<file path="src/common/stc_cfg.svh">
// Register map, field positions, reset values and timing counts of the self-test controller
`ifndef STC_CFG_SVH
`define STC_CFG_SVH

`define STC_OFS_CTRL 28'hFFFE100
`define STC_OFS_INTV 28'hFFFE104
`define STC_OFS_DIV 28'hFFFE108
`define STC_OFS_TMO 28'hFFFE10C
`define STC_OFS_STAT 28'hFFFE110
`define STC_OFS_MASK 28'hFFFE114
`define STC_OFS_FAIL 28'hFFFE118
`define STC_OFS_EXC 28'hFFFE11C
`define STC_OFS_CUR 28'hFFFE120

`define STC_CTRL_EN 0
`define STC_CTRL_RESTART 1
`define STC_ST_DONE 0
`define STC_ST_FAIL 1
`define STC_ST_TMO 2
`define STC_ST_BUSY 3
`define STC_EXC_STC_RST 5

`define STC_DIV_RST 3'h0
`define STC_INTV_RST 5'h00
`define STC_TMO_RST 32'h0010_0000
`define STC_MASK_RST 3'h0

`define STC_INTV_CYC 11'd1365
`define STC_NUM_INTV 5'd26
`define STC_RST_CYC 4'd8
`define STC_SEED 32'hACE1_5A3C
`define STC_POLY 32'h8020_0003

`endif

</file>
<file path="src/common/stc_pkg.sv">
// Types of the self-test controller
package stc_pkg;

  typedef enum logic [2:0] {
    STC_IDLE = 3'b001,
    STC_RUN = 3'b010,
    STC_RST = 3'b100
  } stc_state_t;

  typedef struct packed {
    stc_state_t state;
    logic [2:0] div;
    logic [4:0] intv_sel;
    logic [31:0] tmo;
    logic [31:0] tmo_cnt;
    logic [2:0] stat;
    logic [2:0] mask;
    logic [4:0] fail_intv;
    logic [4:0] cur_intv;
    logic [4:0] done_cnt;
    logic exc_stc;
    logic [3:0] rst_cnt;
    logic isolate;
    logic cpu_rst;
    logic irq;
    logic wait_q;
    logic [31:0] rdata;
  } stc_top_st_t;

  typedef struct packed {
    logic [10:0] cnt;
    logic [31:0] lfsr;
    logic [31:0] misr0;
    logic [31:0] misr1;
    logic done;
    logic fail;
  } stc_eng_st_t;

  typedef struct packed {
    logic [2:0] cnt;
    logic tick;
    logic en_d1;
    logic en_d2;
  } stc_div_st_t;

endpackage : stc_pkg

</file>
<file path="src/common/stc_link_if.sv">
// Signals between the controller, the test engine and the clock divider
`timescale 1ns/10ps
interface stc_link_if (
  input wire logic clk_sys,
  input wire logic rst_n,
  input wire logic ce
);
  logic [2:0] ratio;
  logic tick;
  logic tick_dly;
  logic run;
  logic [4:0] intv;
  logic done;
  logic fail;
  logic [31:0] pattern;

  modport ctl (input clk_sys, rst_n, ce, tick, tick_dly, done, fail, pattern,
    output ratio, run, intv);
  modport eng (input clk_sys, rst_n, ce, tick, run, intv, output done, fail, pattern);
  modport div (input clk_sys, rst_n, ce, ratio, output tick, tick_dly);
endinterface : stc_link_if

</file>
<file path="src/core/stc_clk_div.sv">
// Self-test clock enable divider with a two-cycle delayed copy
`timescale 1ns/10ps
module stc_clk_div
  import stc_pkg::*;
(
  stc_link_if.div lk
);
  stc_div_st_t q;
  stc_div_st_t d;

  // Ratio is field plus one, 1 to 8
  always_comb begin
    d = q;
    if (q.cnt >= lk.ratio) begin
      d.cnt = 3'h0;
      d.tick = 1'b1;
    end else begin
      d.cnt = q.cnt + 3'h1;
      d.tick = 1'b0;
    end
    d.en_d1 = q.tick;
    d.en_d2 = q.en_d1;
  end

  always_ff @(posedge lk.clk_sys) begin
    if (!lk.rst_n) begin
      q <= '0;
    end else if (lk.ce) begin
      q <= d;
    end
  end

  assign lk.tick = q.tick;
  assign lk.tick_dly = q.en_d2;
endmodule : stc_clk_div

</file>
<file path="src/core/stc_engine.sv">
// Deterministic pattern generator and dual response compactor, one interval at a time
`timescale 1ns/10ps
`include "stc_cfg.svh"
module stc_engine
  import stc_pkg::*;
(
  stc_link_if.eng lk,
  // Core responses
  input wire logic [31:0] resp0,
  input wire logic [31:0] resp1
);
  stc_eng_st_t q;
  stc_eng_st_t d;
  logic [31:0] nxt0;
  logic [31:0] nxt1;

  // Shift with polynomial feedback, input folded in
  function automatic logic [31:0] step(input logic [31:0] s, input logic [31:0] din);
    logic [31:0] r;
    r = {s[30:0], 1'b0};
    if (s[31]) begin
      r = r ^ `STC_POLY;
    end
    return r ^ din;
  endfunction : step

  always_comb begin
    d = q;
    d.done = 1'b0;
    d.fail = 1'b0;
    nxt0 = step(q.misr0, resp0);
    nxt1 = step(q.misr1, resp1);
    if (!lk.run) begin
      d.cnt = 11'd0;
      d.lfsr = `STC_SEED;
      d.misr0 = '0;
      d.misr1 = '0;
    end else if (lk.tick) begin
      if (q.cnt == 11'd0) begin
        // Each interval starts from its own seed, so intervals stand alone
        d.lfsr = step(`STC_SEED ^ {27'h0, lk.intv}, 32'h0);
      end else begin
        d.lfsr = step(q.lfsr, 32'h0);
      end
      if (q.cnt == `STC_INTV_CYC - 11'd1) begin
        d.cnt = 11'd0;
        d.done = (nxt0 == nxt1);
        d.fail = (nxt0 != nxt1);
        d.misr0 = '0;
        d.misr1 = '0;
      end else begin
        d.cnt = q.cnt + 11'd1;
        d.misr0 = nxt0;
        d.misr1 = nxt1;
      end
    end
  end

  always_ff @(posedge lk.clk_sys) begin
    if (!lk.rst_n) begin
      q <= '0;
      // Pattern rests at the seed, so it does not jump when reset ends
      q.lfsr <= `STC_SEED;
    end else if (lk.ce) begin
      q <= d;
    end
  end

  assign lk.done = q.done;
  assign lk.fail = q.fail;
  assign lk.pattern = q.lfsr;
endmodule : stc_engine

</file>
<file path="src/core/stc_top.sv">
// Processor logic self-test controller with Avalon-MM register slave
// Contract
// - Test both cores with a deterministic pattern generator and response checker.
// - Split the test into independent intervals; run all or a selected number.
// - At run start, resume after the last interval or restart from the first.
// - Isolate the core under test from the system while the run is active.
// - Record the number of the failing interval for software.
// - Timeout counter loaded from software period guards every run.
// - Controller ends the run with processor reset; handler reads the status.
// - Divide ratio comes from the divider register at its fixed address.
// - Each interval lasts 1365 self-test clock cycles.
// - Processor clock and delayed copy divided by the same ratio, 1 to 8.
// - Reset from the controller sets bit 5 of exception status.
//
// The Avalon-MM register port was left to the implementer.
`timescale 1ns/10ps
`include "stc_cfg.svh"
module stc_top
  import stc_pkg::*;
(
  // Clock, reset, enable
  input wire logic clk_sys,
  input wire logic rst_n,
  input wire logic ce,
  // Avalon-MM slave
  input wire logic [27:0] address,
  input wire logic read,
  input wire logic write,
  input wire logic [31:0] writedata,
  input wire logic [3:0] byteenable,
  output logic [31:0] readdata,
  output logic waitrequest,
  // Cores under test
  input wire logic [31:0] core0_resp,
  input wire logic [31:0] core1_resp,
  output logic [31:0] test_pattern,
  output logic core_isolate,
  output logic proc_clk_en,
  output logic delayed_proc_clk_en,
  output logic cpu_reset,
  // Interrupt
  output logic irq
);
  stc_top_st_t q;
  stc_top_st_t d;
  logic acc;
  logic wr_now;
  logic start_req;
  logic [2:0] clr;
  logic [2:0] ev;
  logic [4:0] nxt_intv;
  logic [4:0] nxt_cnt;
  logic [31:0] mw;

  stc_link_if lk (
    .clk_sys(clk_sys),
    .rst_n(rst_n),
    .ce(ce)
  );

  stc_clk_div u_div (
    .lk(lk.div)
  );

  stc_engine u_eng (
    .lk(lk.eng),
    .resp0(core0_resp),
    .resp1(core1_resp)
  );

  // Byte-lane merge of a write into a stored word
  function automatic logic [31:0] merge(input logic [31:0] old, input logic [31:0] wd,
      input logic [3:0] be);
    logic [31:0] r;
    r = old;
    for (int i = 0; i < 4; i++) begin
      if (be[i]) begin
        r[i*8 +: 8] = wd[i*8 +: 8];
      end
    end
    return r;
  endfunction : merge

  // Wrapping interval increment
  function automatic logic [4:0] inc_intv(input logic [4:0] v);
    if (v >= `STC_NUM_INTV - 5'd1) begin
      return 5'h00;
    end
    return v + 5'h01;
  endfunction : inc_intv

  function automatic logic [31:0] rd_mux(input logic [27:0] a, input stc_top_st_t s);
    logic [31:0] r;
    r = 32'h0000_0000;
    case (a)
      `STC_OFS_CTRL: r = 32'h0000_0000;
      `STC_OFS_INTV: r = {27'h0, s.intv_sel};
      `STC_OFS_DIV: r = {29'h0, s.div};
      `STC_OFS_TMO: r = s.tmo;
      `STC_OFS_STAT: r = {28'h0, s.state != STC_IDLE, s.stat};
      `STC_OFS_MASK: r = {29'h0, s.mask};
      `STC_OFS_FAIL: r = {27'h0, s.fail_intv};
      `STC_OFS_EXC: r = {26'h0, s.exc_stc, 5'h00};
      `STC_OFS_CUR: r = {27'h0, s.cur_intv};
      default: r = 32'h0000_0000;
    endcase
    return r;
  endfunction : rd_mux

  always_comb begin
    d = q;
    acc = read || write;
    wr_now = write && !q.wait_q;
    start_req = 1'b0;
    clr = 3'h0;
    ev = 3'h0;
    nxt_intv = inc_intv(q.cur_intv);
    nxt_cnt = q.done_cnt + 5'h01;
    mw = 32'h0000_0000;

    // One wait cycle, then the answer; write acts at the edge that ends it
    if (q.wait_q && acc) begin
      d.wait_q = 1'b0;
      if (read) begin
        d.rdata = rd_mux(address, q);
      end
    end else if (!q.wait_q) begin
      d.wait_q = 1'b1;
    end

    if (wr_now) begin
      case (address)
        `STC_OFS_CTRL: begin
          if (byteenable[0] && writedata[`STC_CTRL_EN]) begin
            start_req = 1'b1;
          end
        end
        `STC_OFS_INTV: begin
          if (q.state == STC_IDLE) begin
            mw = merge({27'h0, q.intv_sel}, writedata, byteenable);
            d.intv_sel = mw[4:0];
          end
        end
        `STC_OFS_DIV: begin
          if (q.state == STC_IDLE) begin
            mw = merge({29'h0, q.div}, writedata, byteenable);
            d.div = mw[2:0];
          end
        end
        `STC_OFS_TMO: begin
          if (q.state == STC_IDLE) begin
            d.tmo = merge(q.tmo, writedata, byteenable);
          end
        end
        `STC_OFS_STAT: begin
          if (byteenable[0]) begin
            clr = writedata[2:0];
          end
        end
        `STC_OFS_MASK: begin
          mw = merge({29'h0, q.mask}, writedata, byteenable);
          d.mask = mw[2:0];
        end
        `STC_OFS_EXC: begin
          if (byteenable[0] && writedata[`STC_EXC_STC_RST]) begin
            d.exc_stc = 1'b0;
          end
        end
        default: begin
        end
      endcase
    end

    case (q.state)
      STC_IDLE: begin
        if (start_req) begin
          if (writedata[`STC_CTRL_RESTART]) begin
            d.cur_intv = 5'h00;
          end else begin
            d.cur_intv = q.cur_intv;
          end
          d.done_cnt = 5'h00;
          d.tmo_cnt = q.tmo;
          d.isolate = 1'b1;
          d.state = STC_RUN;
        end
      end
      STC_RUN: begin
        d.tmo_cnt = q.tmo_cnt - 32'h1;
        if (q.tmo_cnt == 32'h0) begin
          ev[`STC_ST_TMO] = 1'b1;
          d.state = STC_RST;
        end else if (lk.fail) begin
          d.fail_intv = q.cur_intv;
          ev[`STC_ST_FAIL] = 1'b1;
          d.state = STC_RST;
        end else if (lk.done) begin
          d.cur_intv = nxt_intv;
          d.done_cnt = nxt_cnt;
          // Zero selection runs every remaining interval
          if ((nxt_cnt == q.intv_sel) || (nxt_intv == 5'h00)) begin
            ev[`STC_ST_DONE] = 1'b1;
            d.state = STC_RST;
          end
        end
        if (d.state == STC_RST) begin
          d.cpu_rst = 1'b1;
          d.exc_stc = 1'b1;
          d.rst_cnt = 4'h0;
        end
      end
      STC_RST: begin
        d.exc_stc = 1'b1;
        if (q.rst_cnt == `STC_RST_CYC - 4'h1) begin
          d.cpu_rst = 1'b0;
          d.isolate = 1'b0;
          d.state = STC_IDLE;
        end else begin
          d.rst_cnt = q.rst_cnt + 4'h1;
        end
      end
      default: begin
        d.state = STC_IDLE;
        d.cpu_rst = 1'b0;
        d.isolate = 1'b0;
      end
    endcase

    // Hardware set wins over a software clear in the same cycle
    d.stat = (q.stat & ~clr) | ev;
    d.irq = |(d.stat & d.mask);
  end

  always_ff @(posedge clk_sys) begin
    if (!rst_n) begin
      q <= '0;
      q.state <= STC_IDLE;
      q.div <= `STC_DIV_RST;
      q.intv_sel <= `STC_INTV_RST;
      q.tmo <= `STC_TMO_RST;
      q.mask <= `STC_MASK_RST;
      q.wait_q <= 1'b1;
    end else if (ce) begin
      q <= d;
    end
  end

  assign lk.ratio = q.div;
  assign lk.run = (q.state == STC_RUN);
  // Engine seeds from the interval about to run, not the one just ended
  assign lk.intv = d.cur_intv;

  assign readdata = q.rdata;
  assign waitrequest = q.wait_q;
  assign test_pattern = lk.pattern;
  assign core_isolate = q.isolate;
  assign proc_clk_en = lk.tick;
  assign delayed_proc_clk_en = lk.tick_dly;
  assign cpu_reset = q.cpu_rst;
  assign irq = q.irq;
endmodule : stc_top

</file>
<file path="config.mk">
export PLATFORM = sky130hd
export DESIGN_NAME = stc_top
export DESIGN_NICKNAME = d
export VERILOG_FILES = /design/src/common/stc_pkg.sv /design/src/common/stc_link_if.sv /design/src/core/stc_clk_div.sv /design/src/core/stc_engine.sv /design/src/core/stc_top.sv
export VERILOG_INCLUDE_DIRS = /design/src /design/src/common
export SDC_FILE = /design/constraint.sdc
export NUM_CORES = 1
export LEC_CHECK = 0
export BUFFER_PORTS_ARGS = -buffer_cell sky130_fd_sc_hd__clkbuf_2
export CAP_MARGIN = 20
export CELL_PAD_IN_SITES_DETAIL_PLACEMENT = 0
export CELL_PAD_IN_SITES_GLOBAL_PLACEMENT = 2
export CORE_UTILIZATION = 35
export DETAILED_ROUTE_END_ITERATION = 7
export GPL_TIMING_DRIVEN = 0
export PLACE_DENSITY = 0.78
export SLEW_MARGIN = 10
export SYNTH_ARGS = -nofsm -noshare
export SYNTH_HDL_FRONTEND = slang
export SYNTH_HIERARCHICAL = 1
export SYNTH_SLANG_ARGS = --single-unit
</file>
<file path="constraint.sdc">
create_clock -name clk_sys -period 3.5 [get_ports clk_sys]
set_input_delay 0.35 -clock clk_sys [delete_from_list [all_inputs] [get_ports clk_sys]]
set_output_delay 0.35 -clock clk_sys [all_outputs]
set_load 0.05 [all_outputs]
</file>
# Yosys cells after proc, flatten, opt, wreduce, memory -nomap -nowiden
# Cells that the tools add are included.
# totals
word_cells	167
register_bits	252
# op_classes
addsub	6
bitwise_logic	14
eq_ne	27
reduce_logical	28
muxes	60
n_lt_le_gt_ge	2
# ops
op	count
case mux 32 bit (8 select lines)	1
== test 28 bit (second input constant)	9
2-to-1 mux 32 bit	6
2-to-1 mux 109 bit	1
2-to-1 mux 107 bit	1
2-to-1 mux 64 bit	1
case mux 32 bit (2 select lines)	1
XOR 32 bit	2
2-to-1 mux 3 bit	14
2-to-1 mux 10 bit	4
== test 32 bit	1
zero test 32 bit	1
inequality test 32 bit	1
subtractor 32 x 1 -> 32 bit (second input constant)	1
AND reduction 5 bit	6
2-to-1 mux 5 bit	4
case mux 10 bit (2 select lines)	1
inequality test 2 bit (second input constant)	8
inverter 3 -> 16 bit	1
AND reduction 4 bit	4
2-to-1 mux 1 bit	15
inverter 4 bit	3
adder 11 x 1 -> 11 bit (second input constant)	1
== test 11 bit (second input constant)	1
other kinds (32)	49

# Depth between registers and ports, before layout
# Gate-level depths: netlist of run 1.
# depth
word_depth	13
mapped_depth	12
mapped_depth_nobuf	11

# Hierarchy
# Netlist of run 1, hierarchy kept.
# modules_own_cells
mod	area_per_inst_um2	cells_each	instances
stc_top	7369.6	913	1
stc_engine	5713.0	593	1
stc_clk_div	346.6	35	1

# Worst setup path after synthesis of run 1
# No wires, ideal clock.
# synth_path
path_kind	register to register
startpoint	reg q[135] (netlist name)
endpoint	reg u_eng.q (netlist bit u_eng/lk.pattern[1])
slack_ns	0.673
arrival_time_ns	2.756
setup_time_ns	0.070
n_path_buf	5
stages_incl_launch_ff	13
synth_period_minus_slack_ns	2.827
t_required_ns	3.430
path_cell_list	dfxtp_1 -> nor2b_1 -> nand2b_1 -> clkbuf_1 -> inv_1 -> clkbuf_1 -> clkbuf_1 -> inv_1 -> o21ai_0 -> clkbuf_1 -> clkbuf_1 -> nand2_1 -> a21oi_1
# synth_rtl
item	line	source
end, declared	stc_engine.sv:12	stc_eng_st_t q;

==> impl_results.md, run 1 <==
* Outcome: complete, no violations
* Critical path's slowest cell: nor4_1
* Unrepaired setup endpoints after global routing: false
* CTS Buf Count at 30
* Die height at 198 µm
* Clock skew at 0.00555 ns
* Count leader, synth: dfxtp_1
* Hold WS at 0.0240 ns
* Clock power frac at 0.499
* Final worst path period share at 0.906
* CP Cell Sequence: nor4_1, a311o_1, or3_1, clkbuf_1, o22ai_1, mux2_2, a21oi_1, o21ai_0
* N_diodes at 0
* Initial Utilization at 0.356
* Buf/Inv on CP at 1
* Layout cells sized above 1 at 0.246
* Worst-Skew Late Latency at 0.56 ns
* Ys async rst share at 0
* Pint at 5.12 mW
* Root Driver: clkbuf_16
* Crit path kind: reg2reg
* First-pass GRT wire length at 66.9 mm
* Worst setup EP type: flip-flop
* WL final at 42.6 mm
* Max-Cap Viols at 0
* Comb pwr share at 0.069
* Seq/Total Area, Yosys at 0.376
* Total placed cells including tap cells at 2252
* Yosys warns at 6
* Clock Pin Slew Worst Setup and Hold Paths at 0.06 ns
* Min cycle time layout at 3.17 ns
* Post-synth EDFFs at 0
* Static leakage at 6.18 nW
* Slew margin rel. at 0.266
* Peak Freq at 0.315 GHz
* Part of the power in registers at 0.432
* Sw Share at 0.234
* Nets at 1919
* Remaining Overflow, GRT at 0
* First DRT Iteration DRCs at 676
* Core area at 0.0378 mm²
* Clock tree from TritonCTS: yes
* Sink Count at 252
* Die width at 198 µm
* Vias in the first global route at 11600
* Layout area overhead at 20.3%
* Hpwl dp at 31.7 mm
* Num ports at 203
* Mapped Cells at 1541
* Max clock buf depth at 3
* Routed via count at 12000
* H-tree level count at 1
* Req. time, crit path at 3.92 ns
* Worst path max stage delay at 0.94 ns
* DR DRC count at 0
* Yosys reg bits at 252
* Largest net degree at the start of global routing at 15
* Routed wire per std cell at 18.5 µm
* Buffers on Ports at 200
* HP Class: in2reg
* Rows at 71
* Die ar. at 0.0392 mm²
* Setup violators final at 0
* Synthesized Nets at 1686
* Ranking of synthesized cells by area: dfxtp_1 38%, a2bb2oi_2 6.7%, nor2_1 4.9%, xnor2_1 4.9%, mux2i_1 4.1%
* Family with the most delay on the worst path: simple AND/OR/NAND/NOR gates
* Initial antenna violation count at 2
* Cell area after synthesis at 0.0134 mm²
* Final Hold Fails at 0
* Syn_area_per_cell at 8.71 µm²
* Critical path arrival at 3.59 ns
* Post-DRT Antenna Nets at 0
* Least-Margin Pin Slew at 1.09 ns
* Vias per std cell at 5.18
* Crit path max fanout at 8
* Commonest cells in the synthesized netlist: 252 x dfxtp_1, 177 x nor2_1, 121 x nand2_1, 97 x a21oi_1
* Leading area contributor after synthesis: dfxtp_1
* TritonRoute pass-1 iters at 5
* Sw Pwr at 1.57 mW
* Netlist cell types at 82
* Pins Over Slew Limit at 0
* Most used DFF post-synth: dfxtp_1
* Max VDD drop at 0.356 mV
* Area share of the largest cell type after synthesis at 0.376
* Pwr/cell area at 414 mW/mm²
* Setup tns final at 0 ns
* Gpl congestion at 0.830
* Critical Path Source Type: flip-flop
* Finished Layout Cells at 2308
* Total GRT Usage at 0.219
==> kinds of logic (layout without fill, tap and decap cells) <==
group,count (synthesis),count (layout),share of synthesized area
muxes,59,59,0.0443
DFF,252,252,0.376
and+or+nand+nor,521,521,0.192
adders and majority gates,12,12,0.0112
AOI/OAI and AO/OA,382,382,0.221
buffers and inverters,196,452,0.0782
xor gates and xnor gates,119,119,0.0776
==> flip-flops by register name (all words and copies together), names as in the netlist, 3 cells and up <==
signal and flops:
q 98, u_eng/q 75, readdata 32, u_div/q 3, u_eng/lk.pattern 32, lk.ratio 3
==> final timing paths <==
path                              end           from  slack, ns  cells past startpoint
hold reg to reg          readdata[17]   readdata[17]       0.45                      2
setup reg to reg  u_eng/lk.pattern[2]          q[82]       0.33                      8
setup / recovery  u_eng/lk.pattern[2]          q[82]       0.33                      8
hold / removal                 q[114]  writedata[20]       0.02                      3
==> stage by stage <==
step | instance area, µm² | setup slack, ns | utilization | total power [mW]
final | 16200 | 0.330 | 0.428 | 6.69
after global routing | 16200 | 0.0445 | 0.428 | 6.95
after CTS | 16100 | 0.00136 | 0.428 | 6.80
after detailed placement | 15100 | -0.664 | 0.399 | 3.41
after global placement | 15100 | -0.670 | 0.399 | 3.42
after floorplan | 13400 | 0.673 | - | 3.21
==> routing by layer <==
layer | up-vias | routed length [µm] | GRT usage
met5 | - | 24 | 0
met3 | 59 | 2340 | 0.0385
met1 | 5653 | 20000 | 0.299
li1 | 5939 | - | -
met2 | 310 | 19400 | 0.356
met4 | 4 | 852 | 0.0491
==> power groups by stage <==
| stage | sequential (mW) | combinational (mW) | clock (mW) |
|---|---|---|---|
| 2_1_floorplan | 2.96 | 0.250 | 0 |
| 3_3_place_gp | 2.95 | 0.466 | 0 |
| 3_5_place_dp | 2.95 | 0.465 | 0 |
| 4_1_cts | 2.89 | 0.469 | 3.45 |
| 5_1_grt | 2.89 | 0.503 | 3.56 |
| 6_report | 2.89 | 0.464 | 3.34 |
==> area by class of cell <==
cell class                      count  area, µm²
Clock buffer                       45        908
Inverter                           26       97.6
Multi-Input combinational cell   1093       7340
Timing Repair Buffer              202       1020
Sequential cell                   252       5040
Tap cell                          511        639
Buffer                            169        957
Fill cell                        3820      21600
Clock inverter                     10        153
==> worst register-to-register path, cell delays in order, from the launching register on <==
cell,delay (ns)
dfxtp_1,0.35
nor4_1,0.94
a311o_1,0.59
or3_1,0.17
clkbuf_1,0.28
o22ai_1,0.17
mux2_2,0.29
a21oi_1,0.13
o21ai_0,0.10
==> cells in the final DEF (no fill, tap or decap), drive strengths merged, types with 60 or more instances in the layout <==
cell,netlist,routed
xnor2,75,75
nor2,177,177
a2bb2oi,60,60
o21ai,81,81
nand2,122,122
buf,95,95
nand3,66,66
clkbuf,75,320
dfxtp,252,252
a21oi,99,99
==> what timing repair did <==
action                                  4_1_cts  5_1_grt
endpoints found under the setup margin       89       98
endpoints found under the hold margin         1        0
gates resized for setup                       5        4
hold buffers                                  1        0
buffers inserted                              0        0
Power figures use the tool's default switching activity.
==> run 2, diff against run 1 <==
--- a/config.mk
+++ b/config.mk
@@ -6,14 +6,15 @@
 export SDC_FILE = /design/constraint.sdc
 export NUM_CORES = 1
 export LEC_CHECK = 0
+export ABC_AREA = 1
 export BUFFER_PORTS_ARGS = -buffer_cell sky130_fd_sc_hd__clkbuf_2
 export CAP_MARGIN = 20
 export CELL_PAD_IN_SITES_DETAIL_PLACEMENT = 0
 export CELL_PAD_IN_SITES_GLOBAL_PLACEMENT = 2
-export CORE_UTILIZATION = 35
+export CORE_UTILIZATION = 31
 export DETAILED_ROUTE_END_ITERATION = 7
 export GPL_TIMING_DRIVEN = 0
-export PLACE_DENSITY = 0.78
+export PLACE_DENSITY = 0.77
 export SLEW_MARGIN = 10
 export SYNTH_ARGS = -nofsm -noshare
 export SYNTH_HDL_FRONTEND = slang
==> impl_results.md, run 2 <==
* Outcome: finished, violations left
* Failing checks: DRC
* Root Driver: clkbuf_16
* Worst-Skew Late Latency at 0.57 ns (about the same)
* CP startpoint: q[135]
* Setup violators final at 0 (unchanged)
* WL final at 50.9 mm (+19%)
* Leading area contributor after synthesis: dfxtp_1
* Nets at 2701 (+41%)
* Die ar. at 0.0482 mm² (+23%)
* Worst hold start: writedata[17]
* Clock tree from TritonCTS: yes
* Initial Utilization at 0.315 (-0.0410)
* Core area at 0.0467 mm² (+24%)
* Unrepaired setup endpoints after global routing: false
* Synthesized Nets at 2461 (+46%)
* Initial antenna violation count at 1 (-1)
* Buffers on Ports at 202 (+1.0%)
* Yosys reg bits at 252 (unchanged)
* Seq/Total Area, Yosys at 0.344 (-0.0321)
* Ranking of synthesized cells by area: dfxtp_1 34%, nand2_1 20%, a21oi_1 6.6%, nor2_1 5.7%, inv_1 5.5%
* Count leader, synth: nand2_1
* Hold WS at 0.0473 ns (+0.0233 ns)
* Worst hold path depth at 3 (unchanged)
* Critical R2R Capture: u_eng/lk.pattern[27]
* Most used DFF post-synth: dfxtp_1
* Pwr/cell area at 423 mW/mm² (+2.0%)
* Setup repair bufs after CTS at 0 (unchanged)
* Layout area overhead at 19.6%
* Netlist cell types at 50 (-39%)
* Fillers at 5176 (+35%)
* Static leakage at 8.01 nW (+30%)
* First DRT Iteration DRCs at 922 (+36%)
* Req. time, crit path at 3.94 ns (+0.02 ns)
* Die width at 220 µm (+11%)
* DR DRC count at 26 (+26)
* Finished Layout Cells at 3187 (+38%)
* Num ports at 203 (unchanged)
* Commonest non-fill, non-tap cell in the layout: nand2_1
* Vias per std cell at 4.69 (-9.4%)
* Worst-case hold path end point: q[111]
* Largest regs: q (98), u_eng/q (75)
* N_diodes at 0 (unchanged)
* Most flop-heavy register: q
* Total placed cells including tap cells at 3125 (+39%)
* Die height at 220 µm (+11%)
* Rows at 79 (+11%)
* Layout cells sized above 1 at 0.167 (-0.0789)
* Vias in the first global route at 14000 (+20%)
* R2r startpoint: q[135]
* Worst R2R Setup Slack at 0.25 ns (-0.07 ns)
* Clock Pin Slew Worst Setup and Hold Paths at 0.07 ns (about the same)
* Setup slack after layout at 0.255 ns (-0.0749 ns)
* Mapped Cells at 2316 (+50%)
* First-pass GRT wire length at 78.3 mm (+17%)
* HP Class: in2reg
* Crit path max fanout at 13 (+5)
* Sink Count at 252 (unchanged)
* Largest net degree at the start of global routing at 15 (unchanged)
* DP Worst Slack at 0.226 ns (+0.889 ns)
* Slew margin rel. at 0.479 (+0.213)
* Pins Over Slew Limit at 0 (unchanged)
* Cell area after synthesis at 0.0147 mm² (+9.3%)
* Tot Pwr at 7.42 mW (+11%)
* Largest register FFs at 98 (unchanged)
* H-tree level count at 1 (unchanged)
* Yosys warns at 6 (unchanged)
* Reg2Reg Depth at 11 (+3)
* Total GRT Usage at 0.209 (-0.00940)
* Setup tns final at 0 ns (unchanged)
* Ys async rst share at 0 (unchanged)
* Min cycle time layout at 3.25 ns (+0.0749 ns)
* Clock skew at 0.0159 ns (+0.0104 ns)
* Final Hold Fails at 0 (unchanged)
* Max-Cap Viols at 0 (unchanged)
* Max VDD drop at 0.344 mV (-3.5%)
* Routed wire per std cell at 16.0 µm (-14%)
* Commonest cells in the synthesized netlist: 800 x nand2_1, 252 x dfxtp_1, 224 x nor2_1, 216 x inv_1, 195 x a21oi_1
* CTS Buf Count at 31 (+3.3%)
* Most frequent cells in the layout: 800 x nand2_1, 252 x dfxtp_1, 224 x nor2_1
* TritonRoute pass-1 iters at 7 (+2)
* Remaining Overflow, GRT at 0 (unchanged)
* Max clock buf depth at 3 (unchanged)
* Critical path arrival at 3.69 ns (+0.10 ns)
* Peak Freq at 0.308 GHz (-2.3%)
* Routed via count at 15000 (+25%)
* Area share of the largest cell type after synthesis at 0.344 (-0.0321)
* Crit path kind: reg2reg
* Critical Path Source Type: flip-flop
* Final worst path period share at 0.927 (+0.0214)
* Cts repair resizes at 0 (-5)
* Post-DRT Antenna Nets at 0 (unchanged)
* Least-Margin Pin Slew at 0.781 ns (-0.310 ns)
* Worst setup EP type: flip-flop
* Hpwl dp at 39.5 mm (+25%)
* Gpl congestion at 0.859 (+3.5%)
* Post-synth EDFFs at 0 (unchanged)
* Syn_area_per_cell at 6.34 µm² (-27%)
[run 2: cell count changes in the layout (fill, tap and decap cells not counted), sizes merged, moves of 36 or more]
| cell | change |
|---|---|
| nand2 | +686 |
| inv | +224 |
| a21oi | +99 |
| nor2 | +62 |
| a2bb2oi | -59 |
| mux2i | -54 |
| o21ai | +52 |
| xnor2 | -40 |
| nand3 | +36 |
[run 2: cells by family after synthesis]
logic type | Yosys count | share of synthesized area
AND/OR/NAND/NOR | 1195 | 0.333
AO/OA/AOI/OAI | 400 | 0.152
buffers and inverters | 397 | 0.125
flip-flops | 252 | 0.344
XOR/XNOR | 59 | 0.0352
adder cells (fa/ha/maj) | 12 | 0.0102
multiplexers | 1 | 0.000682
[run 2: worst max-delay path, cell delays in order, from the launching register on]
cell      delay [ns]
dfxtp_1         0.41
inv_2           0.09
nor3_4          0.35
clkbuf_1        0.57
buf_2           0.50
nand2_1         0.15
nor2_2          0.25
inv_2           0.16
nor2_2          0.31
inv_2           0.13
o22ai_1         0.14
nand2_1         0.06
[run 2: metrics by stage]
step | util | area, µm²
after global placement | 0.353 | 16500
after floorplan | - | 14700
after global routing | 0.376 | 17600
after detailed placement | 0.353 | 16500
after CTS | 0.376 | 17600
final | 0.376 | 17600
[run 2: worst max path at each step]
stage / to / slack (ns) / cells after the start
final: u_eng/lk.pattern[27] / 0.25 / 11
after global routing: u_eng/lk.pattern[23] / 0.01 / 11
after CTS: u_eng/lk.pattern[27] / 0.21 / 11
after floorplan: u_eng/lk.pattern[12] / 1.33 / 11
after detailed placement: u_eng/lk.pattern[27] / 0.23 / 11
after global placement: u_eng/q[34] / 0.26 / 9
[run 2: metal layers]
metal	wire length, µm	global-route usage	part of all wire	up-vias
met5	11	0	0.00022	-
met4	1230	0.0513	0.024	2
met3	2820	0.0384	0.055	70
met2	23900	0.364	0.47	331
met1	22900	0.265	0.45	6781
li1	-	-	-	7778
[run 2: final cells by class]
class	instances	area, µm²	area share
Multi-Input combinational cell	1667	7810	0.444
Sequential cell	252	5040	0.287
Inverter	251	943	0.0537
Clock buffer	51	1000	0.0570
Tap cell	607	759	0.0432
Clock inverter	6	57.6	0.00328
Timing Repair Buffer	207	1060	0.0604
Buffer	146	890	0.0507
[run 2: where the power goes]
group	internal (mW)	switching, mW	total [mW]
Clock	2.00	1.32	3.33
Combinational	0.359	0.775	1.13
Sequential	2.92	0.0418	2.96
Total	5.28	2.14	7.42
[run 2: repair_timing]
item / CTS / global route
endpoints found under the hold margin: 5 / 0
endpoints found under the setup margin: 0 / 0
hold buffers: 5 / 0
